## config.mk

```make
export PLATFORM = sky130hd
export DESIGN_NAME = cief_core
export DESIGN_NICKNAME = d
export VERILOG_FILES = /design/src/cief_pkg.sv /design/src/cief_core.sv
export SDC_FILE = /design/constraint.sdc
export NUM_CORES = 1
export LEC_CHECK = 0
export ABC_CLOCK_PERIOD_IN_PS = 1100
export BUFFER_PORTS_ARGS = -buffer_cell sky130_fd_sc_hd__buf_2
export CORE_UTILIZATION = 45
export CTS_BUF_LIST = sky130_fd_sc_hd__clkbuf_4 sky130_fd_sc_hd__clkbuf_8
export DETAILED_ROUTE_END_ITERATION = 8
export PLACE_DENSITY = 0.76
export SYNTH_ARGS = -nofsm -noshare
export SYNTH_HDL_FRONTEND = slang
export SYNTH_SLANG_ARGS = --single-unit
```

## constraint.sdc

```tcl
create_clock -name clk_in -period 1.1 [get_ports clk_in]
set_input_delay 0 -clock clk_in [delete_from_list [all_inputs] [get_ports clk_in]]
set_output_delay 0 -clock clk_in [all_outputs]
set_load 0.1 [all_outputs]
```

## src/cief_pkg.sv

```systemverilog
// cief_pkg: constants and types for the core interrupt enable/flag block
// assumes: one 200 MHz clock, plain register port with one-cycle read latency
package cief_pkg;

  // ----------------------------------------
  // register map
  // ----------------------------------------
  localparam logic [3:0] CIEF_ADDR_CTRL_MAIN = 4'h0; // main enable/flag register
  localparam logic [3:0] CIEF_ADDR_CTRL_AUX = 4'h1;  // priority mode enable
  localparam logic [3:0] CIEF_ADDR_EVT_STAT = 4'h2;  // sticky event status, read clears
  localparam logic [3:0] CIEF_ADDR_EVT_MASK = 4'h3;  // event mask

  // ----------------------------------------
  // field positions of interrupt_control_main
  // ----------------------------------------
  localparam int CIEF_BIT_GLOBAL = 7;
  localparam int CIEF_BIT_SECOND = 6;
  localparam int CIEF_BIT_TMR_IE = 5;
  localparam int CIEF_BIT_EXT_IE = 4;
  localparam int CIEF_BIT_PB_IE = 3;
  localparam int CIEF_BIT_TMR_IF = 2;

  // ----------------------------------------
  // reset values and event status layout
  // ----------------------------------------
  localparam logic [7:0] CIEF_MAIN_RESET = 8'h00;
  localparam logic [7:0] CIEF_AUX_RESET = 8'h00;
  localparam int CIEF_NUM_EVT = 2; // bit0 high request rises, bit1 low request rises

  // request gating state
  typedef enum logic [1:0] {CIEF_IDLE, CIEF_HIGH, CIEF_LOW} cief_level_t;

  // register port request bundle
  typedef struct packed {
    logic [3:0] addr;
    logic [7:0] wdata;
    logic wr;
    logic rd;
  } cief_req_t;

endpackage : cief_pkg

```

## src/cief_core.sv

```systemverilog
// cief_core: main interrupt enable and flag register with request gating
// assumes: timer overflow arrives as a one-cycle pulse, other flags are held by their sources; core polls over the register port
//
// Operation
// RULE1 - with priority mode off, bit 7 is a master gate over all unmasked sources.
// RULE2 - with priority mode on, bit 7 gates all enabled high-priority sources.
// RULE3 - bit 5 enables the timer zero overflow request.
// RULE4 - bit 4 enables the external pin zero request.
// RULE5 - bit 3 enables the port-b change request.
// RULE6 - bit 2 is the overflow flag, set by hardware and cleared only by software.
// RULE7 - with priority mode off, bit 6 collectively gates peripheral sources.
// RULE8 - with priority mode on, bit 6 gates all enabled low-priority sources.
// RULE9 - flags set on their events regardless of any enable bit.
// RULE10 - a separate priority mode bit, clear after reset, makes priority bits inert.
//
// The plain strobed port and the register offsets were chosen for this implementation.
`timescale 1ns/1ps
`default_nettype none
module cief_core
  import cief_pkg::*;
(
  // clock and reset
  input wire logic clk_in,
  input wire logic rstn_in,
  // register port
  input wire cief_req_t req_in,
  output logic [7:0] rdata_out,
  // event sources and their flags held elsewhere
  input wire logic tmr_ovf_in,
  input wire logic ext_pin_flag_in,
  input wire logic pb_change_flag_in,
  input wire logic periph_req_in,
  // per-source priority, high when set
  input wire logic tmr_prio_in,
  input wire logic ext_prio_in,
  input wire logic pb_prio_in,
  input wire logic periph_prio_in,
  // requests toward the core
  output logic high_req_out,
  output logic low_req_out,
  output logic irq_out
);

  // ----------------------------------------
  // register storage
  // ----------------------------------------
  logic [7:0] main_q;
  logic prio_mode_q;
  logic [CIEF_NUM_EVT-1:0] stat_q;
  logic [CIEF_NUM_EVT-1:0] mask_q;
  logic [7:0] rdata_q;
  logic high_q;
  logic low_q;
  logic irq_q;
  cief_level_t level_q;

  logic wr_main;
  logic tmr_src;
  logic ext_src;
  logic pb_src;
  logic hi_any;
  logic lo_any;
  logic high_d;
  logic low_d;
  logic [CIEF_NUM_EVT-1:0] rise;

  assign wr_main = req_in.wr && (req_in.addr == CIEF_ADDR_CTRL_MAIN);

  // enabled sources, a flag only counts when its enable bit is set
  assign tmr_src = main_q[CIEF_BIT_TMR_IF] && main_q[CIEF_BIT_TMR_IE]; // RULE3
  assign ext_src = ext_pin_flag_in && main_q[CIEF_BIT_EXT_IE]; // RULE4
  assign pb_src = pb_change_flag_in && main_q[CIEF_BIT_PB_IE]; // RULE5

  // priority bits only count when priority mode is on
  always_comb
  begin
    hi_any = 1'b0;
    lo_any = 1'b0;
    high_d = 1'b0;
    low_d = 1'b0;
    if (prio_mode_q)
    begin
      hi_any = (tmr_src && tmr_prio_in) || (ext_src && ext_prio_in)
        || (pb_src && pb_prio_in) || (periph_req_in && periph_prio_in);
      lo_any = (tmr_src && !tmr_prio_in) || (ext_src && !ext_prio_in)
        || (pb_src && !pb_prio_in) || (periph_req_in && !periph_prio_in);
      high_d = hi_any && main_q[CIEF_BIT_GLOBAL]; // RULE2
      low_d = lo_any && main_q[CIEF_BIT_SECOND]; // RULE8
    end
    else
    begin
      // core sources need only bit 7, peripherals need bit 6 as well
      hi_any = tmr_src || ext_src || pb_src
        || (periph_req_in && main_q[CIEF_BIT_SECOND]); // RULE7 RULE10
      high_d = hi_any && main_q[CIEF_BIT_GLOBAL]; // RULE1
    end
  end

  // ----------------------------------------
  // main register: enables written, overflow flag sticky
  // ----------------------------------------
  always_ff @(posedge clk_in)
  begin
    if (!rstn_in)
      main_q <= CIEF_MAIN_RESET;
    else
    begin
      if (wr_main)
        main_q <= req_in.wdata;
      // overflow wins over a same-cycle software clear
      if (tmr_ovf_in)
        main_q[CIEF_BIT_TMR_IF] <= 1'b1; // RULE6 RULE9
    end
  end

  // priority mode bit, clear after reset
  always_ff @(posedge clk_in)
  begin
    if (!rstn_in)
      prio_mode_q <= CIEF_AUX_RESET[0]; // RULE10
    else if (req_in.wr && (req_in.addr == CIEF_ADDR_CTRL_AUX))
      prio_mode_q <= req_in.wdata[0];
  end

  // request outputs registered so the core sees glitch-free levels
  always_ff @(posedge clk_in)
  begin
    if (!rstn_in)
    begin
      high_q <= 1'b0;
      low_q <= 1'b0;
    end
    else
    begin
      high_q <= high_d;
      low_q <= low_d;
    end
  end

  // current granted level, used to detect new requests
  always_ff @(posedge clk_in)
  begin
    if (!rstn_in)
      level_q <= CIEF_IDLE;
    else
    begin
      case ({high_d, low_d})
        2'b10, 2'b11: level_q <= CIEF_HIGH;
        2'b01: level_q <= CIEF_LOW;
        default: level_q <= CIEF_IDLE;
      endcase
    end
  end

  // rising request edges, per event bit
  assign rise[0] = high_d && (level_q != CIEF_HIGH);
  assign rise[1] = low_d && !high_d && (level_q != CIEF_LOW);

  // ----------------------------------------
  // sticky event status and mask
  // ----------------------------------------
  genvar gi;
  generate
    for (gi = 0; gi < CIEF_NUM_EVT; gi++)
    begin : g_evt
      always_ff @(posedge clk_in)
      begin
        if (!rstn_in)
          stat_q[gi] <= 1'b0;
        else if (rise[gi])
          stat_q[gi] <= 1'b1; // set beats the read clear
        else if (req_in.rd && (req_in.addr == CIEF_ADDR_EVT_STAT))
          stat_q[gi] <= 1'b0;
      end
    end
  endgenerate

  always_ff @(posedge clk_in)
  begin
    if (!rstn_in)
      mask_q <= '0;
    else if (req_in.wr && (req_in.addr == CIEF_ADDR_EVT_MASK))
      mask_q <= req_in.wdata[CIEF_NUM_EVT-1:0];
  end

  // level interrupt; one cycle behind status by design
  always_ff @(posedge clk_in)
  begin
    if (!rstn_in)
      irq_q <= 1'b0;
    else
      irq_q <= |(stat_q & mask_q);
  end

  // ----------------------------------------
  // read data, valid the cycle after the strobe
  // ----------------------------------------
  always_ff @(posedge clk_in)
  begin
    if (!rstn_in)
      rdata_q <= 8'h00;
    else if (req_in.rd)
    begin
      case (req_in.addr)
        CIEF_ADDR_CTRL_MAIN: rdata_q <= main_q;
        CIEF_ADDR_CTRL_AUX: rdata_q <= {7'h00, prio_mode_q};
        CIEF_ADDR_EVT_STAT: rdata_q <= {6'h00, stat_q};
        CIEF_ADDR_EVT_MASK: rdata_q <= {6'h00, mask_q};
        default: rdata_q <= 8'h00; // unmapped reads as zero
      endcase
    end
    else
      rdata_q <= 8'h00;
  end

  assign rdata_out = rdata_q;
  assign high_req_out = high_q;
  assign low_req_out = low_q;
  assign irq_out = irq_q;

endmodule : cief_core
`default_nettype wire

```

==> impl_metrics.toml, run 1 <==
[worst_hold_path]
hold_depth = 3
hold_class = "input port to flip-flop"
holdPathEnd = "rdata_out[1]"
hp-start = "req_in[11]"

[setup_path]
path_class = "flip-flop to flip-flop"
reg2reg_depth = 4
crit_fanout = 4
r2r-end = "stat_q[0]"
crit_path_end_kind = "flip-flop"
critPathRequiredTime_ns = 1.31
r2r_start = "prio_mode_q"
start_kind = "flip-flop"
cp.arrival_ns = 1.41
reg2reg_slack_ns = -0.09

[drt]
drt-initial-drc-count = 15
wl_um = 2300
drc = 0
first_pass_iters = 4
antenna_left = 0
wire_per_inst_um = 13.1
viasPerCell = 5.05
vias = 889

[synth]
syn-num-nets = 121
synth_top_cell_area_share_pct = 50.3
synthTopCellsByArea = "dfxtp_1 50%, mux2i_1 11%, nor2_1 4.9%"
ys_types = 29
synth_xor_area_share_pct = 0
synth_compound_area_share_pct = 8.55
ys_seq_elements = 25
seq_area_frac_synth_pct = 50.3
muxShareOfSynthArea_pct = 14.8
syn_area_um2 = 995
synth_fa_ha_area_share_pct = 0
synth_top_family_by_area = "simple AND/OR/NAND/NOR gates"
synth_top_cell_by_area = "dfxtp_1"
synth_cells = 97
synth-simple-area-share_pct = 23.5
yosysWarnings = 0
syn_avg_cell_area_um2 = 10.3

[placed_design]
dp_cells = 160
gp_congestion = 0.772
io_buffers = 34
dp.final_hpwl_um = 1640
dp_slack_ns = -0.0850

[pwr]
p_sw_uw = 328
intPower_uw = 1160
p_leak_uw = 0.000699
ir_worst_vdd_mv = 1.01
power_density_nw_per_um2 = 1030
combinationalPowerShare_pct = 10.7
clockPowerShare_pct = 27.7
pwr-share-seq_pct = 61.6
p_sw_share_pct = 22.1

[cts]
cts_tree = "yes"
root_buffer = "clkbuf_4"
cts.path.max_buffers = 2
cts-buffers-inserted = 3
cts_num_sinks = 25
clk_latency_ns = 0.31
cts.htree.levels = 1
path_clk_slew_ns = 0.12

[floorplanning]
die_y_um = 49.0
start_util_pct = 49.2
core_area_um2 = 2020
rows = 16
die_w_um = 49.0
die_area_um2 = 2400
ioPinCount = 35

[timing]
rsz0062_at_grt = "true"
slew_headroom_pct = 67.6
setup_slack_ns = -0.0910
max_freq_ghz = 0.840
worstMarginPinSlew_ns = 0.490
setup_viol = 3
maxSlewViolCount = 0
hold_violations = 0
fin_crit_ns = 1.19
skew_ns = 0.00491
finalCritPeriodShare_pct = 108

[grt]
grt_use_met3_pct = 3.74
gr-max-usage-layer = "met2"
grt_pass1_wl_um = 3620
antenna_found_initial = 0
use_met1_pct = 23.8
grt.total_usage_pct = 20.6
met2_usage_pct = 31.9
grt_pass1_vias = 855
grt-ovfl-total = 0
grt_max_degree = 14

[final_layout]
synthToLayoutAreaGrowth_pct = 45.3
diodes = 0
nNetsFinal = 174
instances_no_fill = 176
layout-drive-gt1-share_pct = 41.6

[status]
outcome = "complete, but fails checks"
violations = "setup timing"

[flow_run]
drv_cap = 0
-- flip-flops by register name, indices dropped and copies added (netlist names) --
signal and flops:
rdata_out 8, prio_mode_q 1, irq_out 1, stat_q 2, low_req_out 1, mask_q 2
level_q 2, main_q 8
-- cells in the final DEF (no fill, tap or decap), types with 2 or more instances in the layout --
cell type      netlist  routed
nor2_1              13      13
and2_1               7       7
dfxtp_1             25      19
dfxtp_2              0       3
inv_2                2       2
nand2_1              5       5
dlygate4sd3_1        0      11
inv_1                3       3
a22oi_1              2       2
nand3_1              4       4
buf_2                1      30
buf_4                0       5
nor2b_1              2       2
nand4_1              3       3
dfxtp_4              0       3
o22ai_2              0       2
mux2i_1             11      11
clkbuf_4             0       8
-- Yosys cell counts --
cell and instances:
dfxtp_1 25, nor2_1 13, mux2i_1 11, and2_1 7
nand2_1 5, nand3_1 4, inv_1 3, nand4_1 3
a21oi_1 2, a22oi_1 2, inv_2 2, nor2b_1 2
o22ai_1 2, a21boi_1 1, a32o_1 1, a41oi_1 1
and3_4 1, buf_2 1, clkbuf_1 1, mux2_1 1
mux4_1 1, nand2b_1 1, nand3_4 1, nand4b_1 1
nor2_2 1, nor2_4 1, nor3_2 1, o2111ai_1 1
o31ai_2 1
-- metrics by stage --
stage	power, µW	area, µm²	hold WS (ns)	utilization (%)	setup TNS [ns]
4_1_cts	1490	1410	0.0484	69.5	-0.0962
2_1_floorplan	985	1000	0.121	-	0
3_5_place_dp	1060	1220	0.246	60.6	-0.148
3_3_place_gp	1050	1220	0.231	60.6	-0.00306
6_report	1490	1450	0.0843	71.5	-0.131
5_1_grt	1570	1450	0.0916	71.5	-0.219
-- critical path: stages, from the launching register on --
cell and delay, ns:
dfxtp_2 0.37, a21boi_2 0.16, nand4_1 0.09, and3_4 0.22, a32o_1 0.25
-- metal layers --
layer | routed length (µm) | vias up
met2 | 1120 | 34
met3 | 75 | 10
met1 | 997 | 399
met4 | 106 | 0
li1 | - | 446
met5 | 0 | -
-- how the worst max path moves through the flow --
| stage | start | depth (start not counted) | slack, ns | end |
|---|---|---|---|---|
| after global routing | prio_mode_q | 4 | -0.11 | stat_q[0] |
| final | prio_mode_q | 4 | -0.09 | stat_q[0] |
| after CTS | prio_mode_q | 4 | -0.06 | stat_q[0] |
| after global placement | prio_mode_q | 4 | -0.003 | stat_q[0] |
| after floorplan | prio_mode_q | 4 | 0.02 | stat_q[0] |
| after detailed placement | main_q[4] | 4 | -0.09 | stat_q[1] |
-- layout make-up --
type                    count  area, µm²
fillers                   144        577
clock buffers               4       30.0
inverters                   5       18.8
multi-input cells          65        519
repair buffers             50        328
well taps                  27       33.8
flip-flops and latches     25        515
-- power groups by stage --
stage | Sequential (µW) | Combinational (µW) | Clock [µW]
6_report | 916 | 159 | 412
2_1_floorplan | 938 | 47.2 | 0
3_5_place_dp | 938 | 118 | 0
4_1_cts | 916 | 152 | 421
5_1_grt | 918 | 172 | 479
3_3_place_gp | 937 | 115 | 0
-- what timing repair did --
action / 4_1_cts / 5_1_grt
setup endpoints to repair: 3 / 13
buffers inserted: 1 / 0
endpoints found under the hold margin: 13 / 0
resized for setup: 7 / 11
hold buffers: 11 / 0
cloned: 0 / 0
pin swaps: 2 / 2
-- cells by family after synthesis --
group                  Yosys count
multiplexers                    13
flip-flops                      25
buffers and inverters            7
AO/OA/AOI/OAI                   11
AND/OR/NAND/NOR                 41
Power figures use the tool's default switching activity.
==> run 2, diff against run 1 <==
ABC_CLOCK_PERIOD_IN_PS = 1050   (was 1100)
clock period = 1.05 ns   (was 1.1 ns; I/O delays follow)
==> impl_metrics.toml, run 2 (synthesis results as in run 1) <==
[floorplanning]
ioPinCount = 35
die_area_um2 = 2400
core_area_um2 = 2020
start_util_pct = 49.2
die_w_um = 49.0
die_y_um = 49.0
rows = 16

[timing]
finalCritPeriodShare_pct = 107
fin_crit_ns = 1.12
slew_headroom_pct = 77.5
maxSlewViolCount = 0
worstMarginPinSlew_ns = 0.336
setup_slack_ns = -0.0736
hold_violations = 0
rsz0062_at_grt = "true"
max_freq_ghz = 0.890
skew_ns = 0.00577
setup_viol = 3
finalSetupTns_ns = -0.160

[cts]
root_buffer = "clkbuf_4"
cts.path.max_buffers = 2
cts-buffers-inserted = 3
cts_tree = "yes"
cts_num_sinks = 25
path_clk_slew_ns = 0.13
cts.htree.levels = 1
clk_latency_ns = 0.30

[setup_path]
cp.arrival_ns = 1.35
start_kind = "flip-flop"
critPathRequiredTime_ns = 1.27
startpoint = "prio_mode_q"
path_class = "flip-flop to flip-flop"
cp-endpoint = "stat_q[1]"
crit_path_end_kind = "flip-flop"
reg2reg_slack_ns = -0.07
reg2reg_depth = 4
r2r_start = "prio_mode_q"
r2r-end = "stat_q[1]"
crit_fanout = 4

[grt]
grt.total_usage_pct = 20.4
grt_pass1_vias = 870
grt-ovfl-total = 0
grt_max_degree = 14
grt_pass1_wl_um = 3710
antenna_found_initial = 0

[final_layout]
final_cell_mix = "23 x buf_2, 17 x dfxtp_1, 13 x nor2_1"
final_util_pct = 72.4
diodes = 0
layout-drive-gt1-share_pct = 45.7
nNetsFinal = 176
final_common_cell = "buf_2"
fill_cells = 152
synthToLayoutAreaGrowth_pct = 47.2

[drt]
wire_per_inst_um = 13.0
vias = 933
first_pass_iters = 6
drc = 0
viasPerCell = 5.24
wl_um = 2320
antenna_left = 0
drt-initial-drc-count = 17

[placed_design]
dp.final_hpwl_um = 1640
io_buffers = 34
gp_congestion = 0.805

[pwr]
ir_worst_vdd_mv = 0.936
p_leak_uw = 0.000709
power_density_nw_per_um2 = 1070

[worst_hold_path]
hold_class = "input port to flip-flop"

[status]
outcome = "complete, but fails checks"
violations = "setup timing"

[flow_run]
drv_cap = 0
[run 2: cell count changes in the layout (fill, tap and decap cells not counted), sizes merged]
cell,previous run,this run
clkbuf,8,11
dlygate4sd3,11,10
[run 2: worst max-delay path: stages, from the launching register on]
cell,delay (ns)
dfxtp_2,0.39
a21boi_2,0.15
nand4_1,0.09
and3_4,0.18
o31ai_2,0.24
[run 2: area by class of cell]
cell class	count	area [µm²]	share of cell area [%]
sequential	25	513	35.0
tap	27	33.8	2.31
clock buffer	4	30.0	2.05
inverter	5	18.8	1.28
timing repair buffer	52	370	25.3
multi-input combinational	65	498	34.0
[run 2: worst min path at each step]
stage / slack, ns / start / to / cells past startpoint
6_report: 0.003 / rstn_in / level_q[1] / 3
5_1_grt: 0.01 / rstn_in / level_q[1] / 3
4_1_cts: 0.004 / rstn_in / low_req_out / 3
3_5_place_dp: 0.24 / req_in[7] / main_q[5] / 3
3_3_place_gp: 0.23 / req_in[6] / main_q[4] / 3
2_1_floorplan: 0.12 / rstn_in / level_q[0] / 1
[run 2: where the power goes]
part	internal, µW	switching (µW)	leakage, µW
registers	955	8.50	0.000206
logic	89.8	77.3	0.000485
clock network	174	256	0.0000184
[run 2: repair_timing]
item | CTS | global route
resized for setup | 10 | 12
buffers inserted | 2 | 1
hold buffers | 10 | 0
endpoints found under the setup margin | 8 | 12
hold endpoints to repair | 12 | 0
pin swaps | 1 | 1
gates cloned | 0 | 0
[run 2: routing by layer]
layer	part of all wire [%]	track usage, %	up-vias
li1	-	-	447
met1	42	23.4	443
met2	51	36.8	35
met3	4.2	3.74	8
met4	2.6	8.82	0
met5	0	0	-
[run 2: through the flow]
step	hold WS [ns]	setup slack (ns)	total power (µW)	instance area (µm²)	cells
2_1_floorplan	0.121	0.0207	1030	1000	97
6_report	0.00328	-0.0736	1560	1460	178
3_5_place_dp	0.242	-0.100	1110	1250	161
4_1_cts	0.00413	-0.0559	1560	1430	177
5_1_grt	0.00998	-0.108	1630	1460	178
3_3_place_gp	0.228	-0.00319	1100	1250	161
==> run 3, diff against run 2 <==
ABC_CLOCK_PERIOD_IN_PS = 1250   (was 1050)
CELL_PAD_IN_SITES_DETAIL_PLACEMENT = 2   (was default)
CELL_PAD_IN_SITES_GLOBAL_PLACEMENT = 2   (was default)
CORE_UTILIZATION = 30   (was 45)
PLACE_DENSITY = default   (was 0.76)
PLACE_DENSITY_LB_ADDON = 0.1   (was default)
clock period = 1.25 ns   (was 1.05 ns; I/O delays follow)
==> impl_metrics.toml, run 3 (synthesis results as in run 1) <==
[placed_design]
gp_congestion = 0.848
dp_slack_ns = 0.0390
io_buffers = 34
dp.final_hpwl_um = 2050

[setup_path]
critPathRequiredTime_ns = 1.47
start_kind = "flip-flop"
crit_path_max_incr_delay_ns = 0.39
cp.arrival_ns = 1.39
crit_fanout = 5
crit_path_end_kind = "flip-flop"
reg2reg_slack_ns = 0.08
worstPathCellList = "a21boi_1 > nand4_1 > and3_4 > a32o_1"
path_class = "flip-flop to flip-flop"
slowest_stage = "dfxtp_4"
crit_family = "compound AO/OA/AOI/OAI gates"
path_buf_inv = 0

[drt]
drt-initial-drc-count = 12
first_pass_iters = 4
vias = 880
antenna_left = 0
wl_um = 2620
viasPerCell = 4.68
wire_per_inst_um = 13.9
drc = 0

[floorplanning]
die_y_um = 59.6
start_util_pct = 32.1
die_w_um = 59.6
die_area_um2 = 3550
rows = 20
core_area_um2 = 3100
ioPinCount = 35

[cts]
cts_setup_buffers = 0
cts.htree.levels = 1
cts_num_sinks = 25
cts.path.max_buffers = 2
cts_tree = "yes"
clk_latency_ns = 0.32
cts-buffers-inserted = 3
path_clk_slew_ns = 0.13
root_buffer = "clkbuf_4"

[final_layout]
final_common_cell = "buf_2"
nNetsFinal = 169
diodes = 0
final_util_pct = 44.2
synthToLayoutAreaGrowth_pct = 38.0
final_cell_mix = "34 x buf_2, 20 x dfxtp_1, 13 x nor2_1, 11 x mux2i_1, 11 x dlygate4sd3_1"
layout-drive-gt1-share_pct = 36.8

[timing]
whs_ns = 0.0767
maxSlewViolCount = 0
setup_slack_ns = 0.0760
finalSetupTns_ns = 0
finalCritPeriodShare_pct = 93.9
rsz0062_at_grt = "false"
max_freq_ghz = 0.852
setup_viol = 0
worstMarginPinSlew_ns = 0.498
fin_crit_ns = 1.17
slew_headroom_pct = 67.0
hold_violations = 0
skew_ns = 0.00542

[grt]
grt-ovfl-total = 0
grt_pass1_vias = 884
grt_max_degree = 14
grt_pass1_wl_um = 4180
antenna_found_initial = 0
grt.total_usage_pct = 16.5

[status]
outcome = "completed"

[pwr]
p_leak_uw = 0.000670
power_density_nw_per_um2 = 964
ir_worst_vdd_mv = 0.367

[flow_run]
drv_cap = 0

[worst_hold_path]
hold_class = "input port to flip-flop"
==> run 3: stage by stage <==
| stage | power, µW | area [µm²] | instances |
|---|---|---|---|
| floorplan | 869 | 996 | 97 |
| finish | 1320 | 1370 | 188 |
| detailed placement | 930 | 1210 | 173 |
| global route | 1390 | 1370 | 188 |
| global placement | 926 | 1210 | 173 |
| CTS | 1360 | 1350 | 188 |
==> run 3: per-layer routing <==
layer  track usage (%)  part of all wire [%]  up-vias
met5                 0                     0        -
met2              27.4                    50       19
met1              21.0                    46      424
met4              6.98                  0.73        0
met3              3.06                   4.1        2
li1                  -                     -      435
==> run 3: cell type report <==
class                   count  area [µm²]
well taps                  44        55.1
repair buffers             45         280
inverters                   5        18.8
fillers                   367        1730
multi-input cells          65         479
clock buffers               4        30.0
flip-flops and latches     25         509
==> run 3: what timing repair did <==
action,in CTS,in global routing
endpoints found under the setup margin,0,3
hold buffers,11,0
endpoints found under the hold margin,15,0
resized for setup,0,7
==> run 3: worst paths after layout <==
check / start / end / depth (start not counted)
hold / removal: req_in[11] / rdata_out[1] / 3
setup reg to reg: prio_mode_q / stat_q[0] / 4
hold reg to reg: main_q[4] / rdata_out[4] / 1
setup / recovery: prio_mode_q / stat_q[0] / 4
==> run 3: where the power goes <==
part           switching [µW]  internal, µW
logic                    61.2          67.3
registers                7.73           802
clock network             239           146
==> run 3: tightest hold or removal path, delay by kind of cell <==
kind            cells  cell delay, ns
compound gates      1            0.11
simple gates        1            0.08
buf+inv             1            0.17
